## config.mk

```make
export PLATFORM = sky130hd
export DESIGN_NAME = rpd_ctrl
export DESIGN_NICKNAME = d
export VERILOG_FILES = /design/src/hw/rpd_pkg.sv /design/src/hw/rpd_ctrl.sv
export SDC_FILE = /design/constraint.sdc
export NUM_CORES = 1
export LEC_CHECK = 0
export ABC_AREA = 1
export BUFFER_PORTS_ARGS = -buffer_cell sky130_fd_sc_hd__clkbuf_2
export CAP_MARGIN = 5
export CELL_PAD_IN_SITES_DETAIL_PLACEMENT = 1
export CELL_PAD_IN_SITES_GLOBAL_PLACEMENT = 2
export CORE_AREA = 4 4 178 111
export CTS_CLUSTER_SIZE = 14
export DETAILED_ROUTE_END_ITERATION = 12
export DIE_AREA = 0 0 182 115
export PLACE_DENSITY_LB_ADDON = 0.2
export SLEW_MARGIN = 20
export SYNTH_ARGS = -nofsm -noshare
export SYNTH_HDL_FRONTEND = slang
export SYNTH_SLANG_ARGS = --single-unit
```

## constraint.sdc

```tcl
create_clock -name i_sys_clk -period 3.5 [get_ports i_sys_clk]
set_clock_uncertainty 0.05 [all_clocks]
set_input_delay 0.875 -clock i_sys_clk [delete_from_list [all_inputs] [get_ports i_sys_clk]]
set_output_delay 0.875 -clock i_sys_clk [all_outputs]
set_load 0.02 [all_outputs]
```

## src/hw/rpd_pkg.sv

```systemverilog
/*
  Constants, types and register map of the reset, idle and power-down
  controller. Assumes one 10 MHz oscillator clock and a byte-wide
  register port driven by the CPU side.
*/
// Functional notes
// - Inverted external pin levels latch into request flags at phase nine.
// - Timer A/B overflow flags set at phase nine, polled next cycle.
// - Timer C overflow flag set at phase three, polled same cycle.
// - Accepted request issues a two-cycle hardware call as next instruction.
// - Unfinished instruction adds at most three cycles of wait.
// - Return or enable/priority access adds at most five cycles of wait.
// - Single-source latency stays above three and below nine cycles.
// - No service during equal-level routine; one instruction after return.
// - Reset pin sampled each cycle; internal reset 19 periods after.
// - Internal reset zeroes registers; ports FF, stack pointer 07.
// - Reset leaves internal RAM untouched.
// - Idle starts right after the idle write; CPU clock gated off.
// - In idle CPU state and ports hold; both strobes stay high.
// - Enabled interrupt clears idle bit and is then serviced.
// - Two general flag bits in the power control register.
// - Reset pin clears idle bit at once, before internal reset.
// - Between reset idle exit and internal reset, RAM access blocked.
// - Power-down write stops oscillator; ports hold; both strobes low.
// - Only reset leaves power-down; it restarts the oscillator.
// - Call withheld for level in progress, non-final cycle, return, IE/IP.
package rpd_pkg;
  localparam logic [3:0] PH_LAST = 4'hB;
  localparam logic [3:0] PH_STATE_TWO_PHASE_TWO = 4'h3;
  localparam logic [3:0] PH_POLL = 4'h7;
  localparam logic [3:0] PH_STATE_FIVE_PHASE_TWO = 4'h9;
  localparam logic [3:0] PH_SNAP = 4'hA;
  localparam logic [4:0] RST_PORT_DLY = 5'h13;
  localparam logic [1:0] CALL_MC = 2'h2;
  localparam int OSC_START_MS = 10;
  localparam int CLK_KHZ = 10000;
  localparam int OSC_START_CYC = OSC_START_MS * CLK_KHZ;
  localparam logic [7:0] PORT_LATCH_RST = 8'hFF;
  localparam logic [7:0] STACK_PTR_RST = 8'h07;
  localparam logic [7:0] ADDR_PWR_CTRL = 8'h00;
  localparam logic [7:0] ADDR_INT_ENABLE = 8'h01;
  localparam logic [7:0] ADDR_INT_PRIO = 8'h02;
  localparam logic [7:0] ADDR_EXT_MODE = 8'h03;
  localparam logic [7:0] ADDR_FLAGS = 8'h04;
  localparam logic [7:0] ADDR_STATUS = 8'h05;
  localparam int PWR_IDLE_BIT = 0;
  localparam int PWR_PD_BIT = 1;
  localparam int PWR_GFA_BIT = 2;
  localparam int PWR_GFB_BIT = 3;
  localparam int IE_GLOBAL_BIT = 7;
  localparam int NSRC = 6;
  localparam int NFLAG = 8;
  typedef enum logic [3:0] {
    PM_RUN = 4'b0001,
    PM_IDLE = 4'b0010,
    PM_PDOWN = 4'b0100,
    PM_WAKE = 4'b1000
  } rpd_pmode_t;
  typedef struct packed {
    logic [7:0] addr;
    logic [7:0] wdata;
    logic wr;
    logic rd;
  } rpd_bus_t;
  typedef struct packed {
    logic [7:0] port_latch;
    logic [7:0] stack_ptr;
  } rpd_rstval_t;
endpackage

```

## src/hw/rpd_ctrl.sv

```systemverilog
/*
  Interrupt response timing, reset sequencing and idle / power-down
  control. i_sys_clk is the oscillator; a machine cycle is twelve of its
  periods. The CPU core reports final-cycle, return and strobe levels on
  the same clock; pins arrive asynchronously.
*/
`timescale 1ns/1ns
module rpd_ctrl
  import rpd_pkg::*;
#(
  parameter int OSC_START_CYCLES = OSC_START_CYC
) (
  input wire logic i_sys_clk,
  input wire logic i_rst,
  input wire rpd_bus_t i_bus,
  output logic [7:0] o_rdata,
  input wire logic i_reset_pin,
  input wire logic i_ext_request_pin0,
  input wire logic i_ext_request_pin1,
  input wire logic i_timer_a_ovf,
  input wire logic i_timer_b_ovf,
  input wire logic i_timer_c_ovf,
  input wire logic i_timer_c_ext,
  input wire logic i_serial_rx,
  input wire logic i_serial_tx,
  input wire logic i_cpu_last_cycle,
  input wire logic i_cpu_return_from_interrupt,
  input wire logic i_cpu_ale,
  input wire logic i_cpu_program_store_strobe,
  output logic o_call_pulse,
  output logic [2:0] o_call_src,
  output logic o_call_busy,
  output logic o_cpu_clk_en,
  output logic o_periph_clk_en,
  output logic o_osc_run,
  output logic o_internal_reset,
  output rpd_rstval_t o_rst_vals,
  output logic o_ram_block,
  output logic o_port_hold,
  output logic o_addr_latch_strobe,
  output logic o_program_store_strobe
);

  localparam int OW = $clog2(OSC_START_CYCLES + 1);

  if (OSC_START_CYCLES < 1) begin : g_chk
    $error("OSC_START_CYCLES must be at least one");
  end

  rpd_pmode_t pmode;
  rpd_pmode_t next_pmode;
  logic [3:0] phase;
  logic osc_on;
  logic at_state_five_phase_two;
  logic at_state_two_phase_two;
  logic at_poll;
  logic at_snap;
  logic at_last;
  logic [1:0] rst_sync;
  logic [1:0] ext0_sync;
  logic [1:0] ext1_sync;
  logic rst_pin_s;
  logic ext0_s;
  logic ext1_s;
  logic rst_smp;
  logic ext0_smp;
  logic ext1_smp;
  logic dly_run;
  logic [4:0] dly_cnt;
  logic int_rst;
  logic [OW-1:0] osc_cnt;
  logic [NFLAG-1:0] flags;
  logic [NFLAG-1:0] ev_pend;
  logic [NFLAG-1:0] ev_in;
  logic [NFLAG-1:0] set_vec;
  logic [NFLAG-1:0] lvl_load;
  logic [NFLAG-1:0] lvl_val;
  logic [NFLAG-1:0] clr_vec;
  logic [NSRC-1:0] src_live;
  logic [NSRC-1:0] snap;
  logic [NSRC-1:0] req;
  logic [NSRC-1:0] req_hi;
  logic [NSRC-1:0] req_lo;
  logic [7:0] int_en;
  logic [NSRC-1:0] int_prio;
  logic [1:0] ext_mode;
  logic gf_a;
  logic gf_b;
  logic [1:0] in_prog;
  logic [1:0] call_cnt;
  logic return_from_interrupt_seen;
  logic ieip_seen;
  logic take_call;
  logic take_hi;
  logic [2:0] pick_src;
  logic wr_pwr;
  logic wr_ieip;

  function automatic logic [2:0] first_src(input logic [NSRC-1:0] v);
    logic [2:0] r;
    r = 3'h0;
    for (int i = NSRC - 1; i >= 0; i--) begin
      if (v[i]) begin
        r = 3'(i);
      end
    end
    return r;
  endfunction

  // Oscillator stopped or restarting freezes the machine cycle
  assign osc_on = (pmode == PM_RUN) || (pmode == PM_IDLE);
  assign at_state_five_phase_two = osc_on && (phase == PH_STATE_FIVE_PHASE_TWO);
  assign at_state_two_phase_two = osc_on && (phase == PH_STATE_TWO_PHASE_TWO);
  assign at_poll = osc_on && (phase == PH_POLL);
  assign at_snap = osc_on && (phase == PH_SNAP);
  assign at_last = osc_on && (phase == PH_LAST);

  always_ff @(posedge i_sys_clk or posedge i_rst) begin
    if (i_rst) begin
      phase <= 4'h0;
    end else if (osc_on) begin
      phase <= (phase == PH_LAST) ? 4'h0 : phase + 4'h1;
    end
  end

  always_ff @(posedge i_sys_clk or posedge i_rst) begin
    if (i_rst) begin
      rst_sync <= 2'b00;
      ext0_sync <= 2'b11;
      ext1_sync <= 2'b11;
    end else begin
      rst_sync <= {rst_sync[0], i_reset_pin};
      ext0_sync <= {ext0_sync[0], i_ext_request_pin0};
      ext1_sync <= {ext1_sync[0], i_ext_request_pin1};
    end
  end
  assign rst_pin_s = rst_sync[1];
  assign ext0_s = ext0_sync[1];
  assign ext1_s = ext1_sync[1];

  // Reset pin sampled once per machine cycle
  always_ff @(posedge i_sys_clk or posedge i_rst) begin
    if (i_rst) begin
      rst_smp <= 1'b0;
      ext0_smp <= 1'b1;
      ext1_smp <= 1'b1;
    end else if (at_state_five_phase_two) begin
      rst_smp <= rst_pin_s;
      ext0_smp <= ext0_s;
      ext1_smp <= ext1_s;
    end
  end

  // Ports keep running for 19 periods before internal reset takes over
  always_ff @(posedge i_sys_clk or posedge i_rst) begin
    if (i_rst) begin
      dly_run <= 1'b0;
      dly_cnt <= 5'h00;
      int_rst <= 1'b0;
    end else if (at_state_five_phase_two && !rst_pin_s) begin
      dly_run <= 1'b0;
      int_rst <= 1'b0;
    end else if (at_state_five_phase_two && rst_pin_s && !int_rst && !dly_run) begin
      dly_run <= 1'b1;
      dly_cnt <= RST_PORT_DLY - 5'h01;
    end else if (dly_run) begin
      if (dly_cnt == 5'h00) begin
        dly_run <= 1'b0;
        int_rst <= 1'b1;
      end else begin
        dly_cnt <= dly_cnt - 5'h01;
      end
    end
  end

  // Flag set and clear terms
  assign ev_in = {i_timer_c_ext, i_timer_c_ovf, i_serial_tx, i_serial_rx,
                  i_timer_b_ovf, 1'b0, i_timer_a_ovf, 1'b0};

  always_ff @(posedge i_sys_clk or posedge i_rst) begin
    if (i_rst) begin
      ev_pend <= '0;
    end else begin
      for (int i = 0; i < NFLAG; i++) begin
        if (ev_in[i]) begin
          ev_pend[i] <= 1'b1;
        end else if ((i == 6) ? at_state_two_phase_two : at_state_five_phase_two) begin
          ev_pend[i] <= 1'b0;
        end
      end
    end
  end

  always_comb begin
    set_vec = '0;
    lvl_load = '0;
    lvl_val = '0;
    clr_vec = '0;
    set_vec[1] = at_state_five_phase_two && (ev_pend[1] || ev_in[1]);
    set_vec[3] = at_state_five_phase_two && (ev_pend[3] || ev_in[3]);
    set_vec[4] = at_state_five_phase_two && (ev_pend[4] || ev_in[4]);
    set_vec[5] = at_state_five_phase_two && (ev_pend[5] || ev_in[5]);
    set_vec[7] = at_state_five_phase_two && (ev_pend[7] || ev_in[7]);
    set_vec[6] = at_state_two_phase_two && (ev_pend[6] || ev_in[6]);
    // Level mode follows the inverted pin, transition mode catches falls
    lvl_load[0] = at_state_five_phase_two && !ext_mode[0];
    lvl_val[0] = !ext0_s;
    lvl_load[2] = at_state_five_phase_two && !ext_mode[1];
    lvl_val[2] = !ext1_s;
    set_vec[0] = at_state_five_phase_two && ext_mode[0] && ext0_smp && !ext0_s;
    set_vec[2] = at_state_five_phase_two && ext_mode[1] && ext1_smp && !ext1_s;
    if (take_call) begin
      clr_vec[1] = (pick_src == 3'h1);
      clr_vec[3] = (pick_src == 3'h3);
      clr_vec[0] = (pick_src == 3'h0) && ext_mode[0];
      clr_vec[2] = (pick_src == 3'h2) && ext_mode[1];
    end
    if (i_bus.wr && (i_bus.addr == ADDR_FLAGS)) begin
      clr_vec = clr_vec | i_bus.wdata;
    end
  end

  // Set wins over call and write clears in the same cycle; internal reset wins over set
  for (genvar g = 0; g < NFLAG; g++) begin : g_flag
    always_ff @(posedge i_sys_clk or posedge i_rst) begin
      if (i_rst) begin
        flags[g] <= 1'b0;
      end else if (int_rst) begin
        flags[g] <= 1'b0;
      end else if (set_vec[g]) begin
        flags[g] <= 1'b1;
      end else if (lvl_load[g]) begin
        flags[g] <= lvl_val[g];
      end else if (clr_vec[g]) begin
        flags[g] <= 1'b0;
      end
    end
  end

  assign src_live = {flags[7] | flags[6], flags[5] | flags[4],
                     flags[3], flags[2], flags[1], flags[0]};

  // Samples taken at phase ten are the ones polled next cycle
  always_ff @(posedge i_sys_clk or posedge i_rst) begin
    if (i_rst) begin
      snap <= '0;
    end else if (at_snap) begin
      snap <= src_live;
    end
  end

  // Timer C source polled live: overflow flag set at phase three of this cycle
  assign req = {src_live[5], snap[4:0]} & int_en[NSRC-1:0]
               & {NSRC{int_en[IE_GLOBAL_BIT]}};
  assign req_hi = req & int_prio;
  assign req_lo = req & ~int_prio;
  assign wr_pwr = i_bus.wr && (i_bus.addr == ADDR_PWR_CTRL);
  assign wr_ieip = i_bus.wr && ((i_bus.addr == ADDR_INT_ENABLE) ||
                                (i_bus.addr == ADDR_INT_PRIO));

  always_comb begin
    take_hi = (|req_hi) && !in_prog[1];
    take_call = at_poll && (o_call_busy == 1'b0)
                && ((pmode == PM_IDLE) || i_cpu_last_cycle)
                && !return_from_interrupt_seen && !ieip_seen && !i_cpu_return_from_interrupt
                && !wr_ieip
                && (take_hi || ((|req_lo) && (in_prog == 2'b00)));
    pick_src = take_hi ? first_src(req_hi) : first_src(req_lo);
  end

  // Return or IE/IP write blocks the next poll
  always_ff @(posedge i_sys_clk or posedge i_rst) begin
    if (i_rst) begin
      return_from_interrupt_seen <= 1'b0;
      ieip_seen <= 1'b0;
    end else if (int_rst) begin
      return_from_interrupt_seen <= 1'b0;
      ieip_seen <= 1'b0;
    end else begin
      if (i_cpu_return_from_interrupt) begin
        return_from_interrupt_seen <= 1'b1;
      end else if (at_poll) begin
        return_from_interrupt_seen <= 1'b0;
      end
      if (wr_ieip) begin
        ieip_seen <= 1'b1;
      end else if (at_poll) begin
        ieip_seen <= 1'b0;
      end
    end
  end

  // Levels in service; return releases the highest one
  always_ff @(posedge i_sys_clk or posedge i_rst) begin
    if (i_rst) begin
      in_prog <= 2'b00;
    end else if (int_rst) begin
      in_prog <= 2'b00;
    end else if (take_call) begin
      in_prog[take_hi ? 1 : 0] <= 1'b1;
    end else if (i_cpu_return_from_interrupt) begin
      if (in_prog[1]) begin
        in_prog[1] <= 1'b0;
      end else begin
        in_prog[0] <= 1'b0;
      end
    end
  end

  // Hardware call occupies two machine cycles
  always_ff @(posedge i_sys_clk or posedge i_rst) begin
    if (i_rst) begin
      call_cnt <= 2'h0;
      o_call_busy <= 1'b0;
      o_call_pulse <= 1'b0;
      o_call_src <= 3'h0;
    end else if (int_rst) begin
      call_cnt <= 2'h0;
      o_call_busy <= 1'b0;
      o_call_pulse <= 1'b0;
    end else begin
      o_call_pulse <= take_call;
      if (take_call) begin
        o_call_src <= pick_src;
        call_cnt <= CALL_MC;
        o_call_busy <= 1'b1;
      end else if (at_last && (call_cnt != 2'h0)) begin
        call_cnt <= call_cnt - 2'h1;
        o_call_busy <= (call_cnt != 2'h1);
      end
    end
  end

  // Software registers
  always_ff @(posedge i_sys_clk or posedge i_rst) begin
    if (i_rst) begin
      int_en <= 8'h00;
      int_prio <= '0;
      ext_mode <= 2'b00;
      gf_a <= 1'b0;
      gf_b <= 1'b0;
    end else if (int_rst) begin
      int_en <= 8'h00;
      int_prio <= '0;
      ext_mode <= 2'b00;
      gf_a <= 1'b0;
      gf_b <= 1'b0;
    end else if (i_bus.wr) begin
      case (i_bus.addr)
        ADDR_INT_ENABLE: begin
          int_en <= i_bus.wdata;
        end
        ADDR_INT_PRIO: begin
          int_prio <= i_bus.wdata[NSRC-1:0];
        end
        ADDR_EXT_MODE: begin
          ext_mode <= i_bus.wdata[1:0];
        end
        ADDR_PWR_CTRL: begin
          gf_a <= i_bus.wdata[PWR_GFA_BIT];
          gf_b <= i_bus.wdata[PWR_GFB_BIT];
        end
        default: begin
        end
      endcase
    end
  end

  // Power mode sequencing
  always_comb begin
    next_pmode = pmode;
    case (pmode)
      PM_RUN: begin
        if (wr_pwr && i_bus.wdata[PWR_PD_BIT]) begin
          next_pmode = PM_PDOWN;
        end else if (wr_pwr && i_bus.wdata[PWR_IDLE_BIT]) begin
          next_pmode = PM_IDLE;
        end
      end
      PM_IDLE: begin
        if (rst_pin_s) begin
          next_pmode = PM_RUN;
        end else if (at_poll && (|req)) begin
          next_pmode = PM_RUN;
        end
      end
      PM_PDOWN: begin
        if (rst_pin_s) begin
          next_pmode = PM_WAKE;
        end
      end
      PM_WAKE: begin
        if (osc_cnt == '0) begin
          next_pmode = PM_RUN;
        end
      end
      default: begin
        next_pmode = PM_RUN;
      end
    endcase
  end

  always_ff @(posedge i_sys_clk or posedge i_rst) begin
    if (i_rst) begin
      pmode <= PM_RUN;
    end else begin
      pmode <= next_pmode;
    end
  end

  // Oscillator restart wait after leaving power-down
  always_ff @(posedge i_sys_clk or posedge i_rst) begin
    if (i_rst) begin
      osc_cnt <= '0;
    end else if (pmode == PM_PDOWN) begin
      osc_cnt <= OW'(OSC_START_CYCLES - 1);
    end else if ((pmode == PM_WAKE) && (osc_cnt != '0)) begin
      osc_cnt <= osc_cnt - OW'(1);
    end
  end

  // RAM access fenced from reset idle exit until internal reset
  always_ff @(posedge i_sys_clk or posedge i_rst) begin
    if (i_rst) begin
      o_ram_block <= 1'b0;
    end else if (int_rst) begin
      o_ram_block <= 1'b0;
    end else if ((pmode == PM_IDLE) && rst_pin_s) begin
      o_ram_block <= 1'b1;
    end
  end

  // Clock gates, strobes and pin hold
  always_ff @(posedge i_sys_clk or posedge i_rst) begin
    if (i_rst) begin
      o_cpu_clk_en <= 1'b1;
      o_periph_clk_en <= 1'b1;
      o_osc_run <= 1'b1;
      o_port_hold <= 1'b0;
      o_addr_latch_strobe <= 1'b1;
      o_program_store_strobe <= 1'b1;
    end else begin
      o_cpu_clk_en <= (next_pmode == PM_RUN);
      o_periph_clk_en <= (next_pmode == PM_RUN) ||
                         (next_pmode == PM_IDLE);
      o_osc_run <= (next_pmode != PM_PDOWN);
      o_port_hold <= (next_pmode != PM_RUN);
      case (next_pmode)
        PM_RUN: begin
          o_addr_latch_strobe <= i_cpu_ale;
          o_program_store_strobe <= i_cpu_program_store_strobe;
        end
        PM_IDLE: begin
          o_addr_latch_strobe <= 1'b1;
          o_program_store_strobe <= 1'b1;
        end
        default: begin
          o_addr_latch_strobe <= 1'b0;
          o_program_store_strobe <= 1'b0;
        end
      endcase
    end
  end

  // Register defaults handed to the core during internal reset
  always_ff @(posedge i_sys_clk or posedge i_rst) begin
    if (i_rst) begin
      o_internal_reset <= 1'b0;
      o_rst_vals <= '0;
    end else begin
      o_internal_reset <= int_rst;
      if (int_rst) begin
        o_rst_vals.port_latch <= PORT_LATCH_RST;
        o_rst_vals.stack_ptr <= STACK_PTR_RST;
      end else begin
        o_rst_vals <= '0;
      end
    end
  end

  // Read data in the cycle after the strobe
  always_ff @(posedge i_sys_clk or posedge i_rst) begin
    if (i_rst) begin
      o_rdata <= 8'h00;
    end else if (i_bus.rd) begin
      case (i_bus.addr)
        ADDR_PWR_CTRL: begin
          o_rdata <= {4'h0, gf_b, gf_a, pmode == PM_PDOWN,
                      pmode == PM_IDLE};
        end
        ADDR_INT_ENABLE: begin
          o_rdata <= int_en;
        end
        ADDR_INT_PRIO: begin
          o_rdata <= {2'b00, int_prio};
        end
        ADDR_EXT_MODE: begin
          o_rdata <= {6'h00, ext_mode};
        end
        ADDR_FLAGS: begin
          o_rdata <= flags;
        end
        ADDR_STATUS: begin
          o_rdata <= {int_rst, o_call_busy, in_prog, pmode == PM_WAKE,
                      o_ram_block, return_from_interrupt_seen, ieip_seen};
        end
        default: begin
          o_rdata <= 8'h00;
        end
      endcase
    end else begin
      o_rdata <= 8'h00;
    end
  end

endmodule // rpd_ctrl

```

==> impl_summary.md <==
Status
The flow ran to the end, and the final reports show no timing, DRC or antenna violations.

Pwr
For this design the static power due to leakage is 3.21 nW. Power spread over the standard cell area amounts to 714 mW/mm^2. The largest voltage drop on the vdd net is 271 uV.

Floorplanning
After floorplanning, the core was divided into 38 placement rows. The die is 115 microns tall. The horizontal die dimension is 182 microns. The die footprint is 0.0209 sq mm. For this configuration, the core starts out at a cell density of 30.7%. 70 I/O pins were placed. The placeable core region is 0.0179 sq mm.

Setup path
The slowest stage cell on the critical path is sky130_fd_sc_hd__dfrtp_1. The required time of the critical path is 3.69 ns. In this design, the largest share of critical-path delay is due to simple AND/OR/NAND/NOR gates. Walking the worst path, the cells encountered are nand2_1 > nor2_2 > nand2_1 > nand2_1 > inv_1 > a21oi_1 > nand3_1 > nand2_1 > nand3_1 > nand2_1 > nand2_1. For the worst setup path, the data arrival time is 2.53 ns. In this design, the stage delay of the slowest critical-path cell is 0.60 ns. The number of buffers and inverters on the critical path is 1. The maximum fanout encountered on the critical timing path is 12. The worst setup path is captured at a flip-flop. The worst setup path category is reg -> reg.

Counting stages on the worst path, the most repeated cell is sky130_fd_sc_hd__nand2_1. The startpoint class of the critical path is a flip-flop.

GRT
The global-route wire length before repair is 28,400 microns. The largest net degree at the start of global routing is 105. The number of antenna violations at the first check in global routing is 0. The overflow left after global routing is 0. The number of global-route vias before repair is 5,059.

Global routing used 17.4% of the available tracks across all layers.

Yosys
Ranked by total cell area, the synthesized netlist is headed by sky130_fd_sc_hd__dfrtp_1 42%, sky130_fd_sc_hd__nand2_1 9.9%, sky130_fd_sc_hd__inv_1 7.8%. The number of enable flip-flop cells after synthesis is 0. The count of cell types in the netlist is 41. Summing every instance area after synthesis gives 0.00551 sq mm. The number of synthesized register bits is 104. Counting every instance in the synthesized netlist gives 698. Summed over its instances, the top area cell type makes up 41.8% of the synthesized netlist area. Sequential cells were found to cover 47.5% of the synthesized design area. The number of warning messages in the yosys log is 0. In the post-synthesis netlist, the cell with the most instances is sky130_fd_sc_hd__nand2_1. The async set-or-reset flop fraction in the synthesized netlist is 100%. The cell taking the most area after synthesis is sky130_fd_sc_hd__dfrtp_1. The average cell area after synthesis is 7.89 sq um. The most used flip-flop cell after synthesis is sky130_fd_sc_hd__dfrtp_1. Ranked by instance count, the synthesized netlist is headed by 145 x sky130_fd_sc_hd__nand2_1, 115 x sky130_fd_sc_hd__inv_1, 92 x sky130_fd_sc_hd__dfrtp_1.

Final layout
The fill cell total of the finished layout is 2,192. With fillers left out, the area of the finished cells amounts to 0.00641 sq mm. Once layout is complete, the utilization of the core stands at 35.7%. The count of cells in the finished layout, fillers not included, comes to 1,005.

The final layout contains 802 nets. In the final layout, the share of cells above drive strength 1 is 16.9%. The area growth from synthesis to layout is 16.3%. The final antenna diode count is 0.

CTS
The clock slew at the register clock pins of the worst setup and hold paths is 0.07 ns. TritonCTS created 9 clock buffers. The post-CTS resize count is 0. TritonCTS built the clock tree.

For the worst-skew pair, the clock arrives at the later sink with an insertion delay of 0.35 ns. The total clock sinks is 104. In this run the number of H-tree levels came out at 3.

The hold buffer count at cts is 0. After clock tree synthesis, the setup repair step added 0 buffers. In this run the deepest clock path goes through 2 buffers. The clock root buffer is sky130_fd_sc_hd__clkbuf_16.

Timing
Setup repair after global routing left no endpoint under its margin. The slew of the pin with the lowest slew margin is 0.779 ns. The highest clock frequency the design can meet is 427 MHz. The count of final hold-check violations is 0.

Dividing the final minimum period by the clock period gives 66.8%. Setup violations remaining at the end of the flow were counted as 0. The final number of max-transition violations is 0. The post-route minimum period is 2.34 ns. The final setup TNS is 0 ns. The worst path setup slack after routing is 1.16 ns. The headroom to the max-slew limit is 47.5%.

Drt
Wires add up to 17,600 microns. The number of iterations in the first detailed-routing pass is 5. The via-per-instance ratio is 4.88.

In this run, the number of DRC markers left after iteration 0 of detailed routing was 361. The via count is 4,909. The number of remaining DRC errors is 0. The post-route antenna net violation count is 0. The wire length per cell is 17.5 microns.

Placement
The worst-case setup slack after placement is 0.985 ns. The cell area after placement is 0.00605 sq mm. During placement, the flow inserted port buffers numbering 64.

Once placement completed, the tool counted placed cells totaling 989. The congestion estimate from routability-driven global placement came to 0.835. The detailed placer's ending HPWL is 13,700 microns.

Min path
The type of the most critical hold path is reg -> reg.

Job
The count of maximum capacitance violations is 0.
through the flow:
| step | total power, mW | hold WS [ns] |
|---|---|---|
| global placement | 3.32 | 0.284 |
| detailed placement | 3.39 | 0.286 |
| floorplan | 2.88 | 0.281 |
| global route | 4.92 | 0.317 |
| CTS | 4.63 | 0.303 |
| finish | 4.57 | 0.304 |
where the power goes:
part	switching, mW	internal, mW	total (mW)	leakage (nW)
registers	0.281	1.51	1.79	1.33
clock network	0.472	0.742	1.21	0.173
logic	1.09	0.473	1.57	1.71
cells by family after synthesis:
logic type	synth area share, %
AND/OR/NAND/NOR	26.8
buffers and inverters	11.1
AO/OA/AOI/OAI	11.8
flip-flops	47.5
adder cells (fa/ha/maj)	2.04
XOR/XNOR	0.795
other	0.0681
flip-flops by register name, summed over array words and instances, names as in the netlist, 3 cells and up:
name and cells:
dly_cnt 5, ev_pend 6, flags 8, int_en 8, int_prio 6, o_call_src 3
o_rdata 8, osc_cnt 17, phase 4, pmode 4, snap 5
metal layers:
layer / up-vias / wire (microns) / GRT usage [%]
met5: - / 0 / 0
met4: 0 / 140 / 3.00
met3: 12 / 890 / 3.35
met2: 103 / 7170 / 24.7
met1: 2446 / 9430 / 27.7
li1: 2348 / - / -
final cells by class:
class / instances / area [sq um] / share of cell area, %
Clock buffer: 12 / 256 / 4.00
Clock inverter: 4 / 98.8 / 1.54
Inverter: 121 / 465 / 7.26
Multi-Input combinational cell: 455 / 2300 / 35.9
Sequential cell: 104 / 2620 / 40.9
Tap cell: 240 / 300 / 4.69
Timing Repair Buffer: 69 / 370 / 5.78
worst reg2reg max path: stages, from the launching register on:
cell                      delay, ns
sky130_fd_sc_hd__dfrtp_1       0.60
sky130_fd_sc_hd__nand2_1       0.14
sky130_fd_sc_hd__nor2_2        0.23
sky130_fd_sc_hd__nand2_1       0.08
sky130_fd_sc_hd__nand2_1       0.12
sky130_fd_sc_hd__inv_1         0.07
sky130_fd_sc_hd__a21oi_1       0.23
sky130_fd_sc_hd__nand3_1       0.26
sky130_fd_sc_hd__nand2_1       0.22
sky130_fd_sc_hd__nand3_1       0.10
sky130_fd_sc_hd__nand2_1       0.08
sky130_fd_sc_hd__nand2_1       0.05
final timing paths:
check | depth (start not counted) | startpoint | slack [ns] | to
setup / recovery | 11 | int_en[7] | 1.16 | flags[1]
hold / removal | 0 | rst_sync[0] | 0.30 | rst_sync[1]
setup reg to reg | 11 | int_en[7] | 1.16 | flags[1]
hold reg to reg | 0 | rst_sync[0] | 0.30 | rst_sync[1]
max in group asynchronous | 3 | i_rst | 2.30 | o_rst_vals[14]
min in group asynchronous | 3 | i_rst | 0.59 | dly_cnt[0]
placed cells by master, fill, tap and decap left out, drive strengths merged, types with 2 or more instances in the layout:
| cell | synthesis | layout |
|---|---|---|
| nor2 | 73 | 73 |
| nand4 | 23 | 23 |
| nand2 | 155 | 155 |
| o31ai | 2 | 2 |
| bufinv | 0 | 3 |
| nand3 | 46 | 46 |
| o21ai | 61 | 61 |
| dfrtp | 92 | 92 |
| o22ai | 9 | 9 |
| nor3 | 11 | 11 |
| o211ai | 5 | 5 |
| clkbuf | 3 | 76 |
| ha | 9 | 9 |
| inv | 120 | 120 |
| dfstp | 12 | 12 |
| a21oi | 37 | 37 |
| buf | 19 | 5 |
| nand3b | 6 | 6 |
| a31oi | 2 | 2 |
| conb | 1 | 5 |
| xor2 | 4 | 4 |
Power figures use the tool's default switching activity.
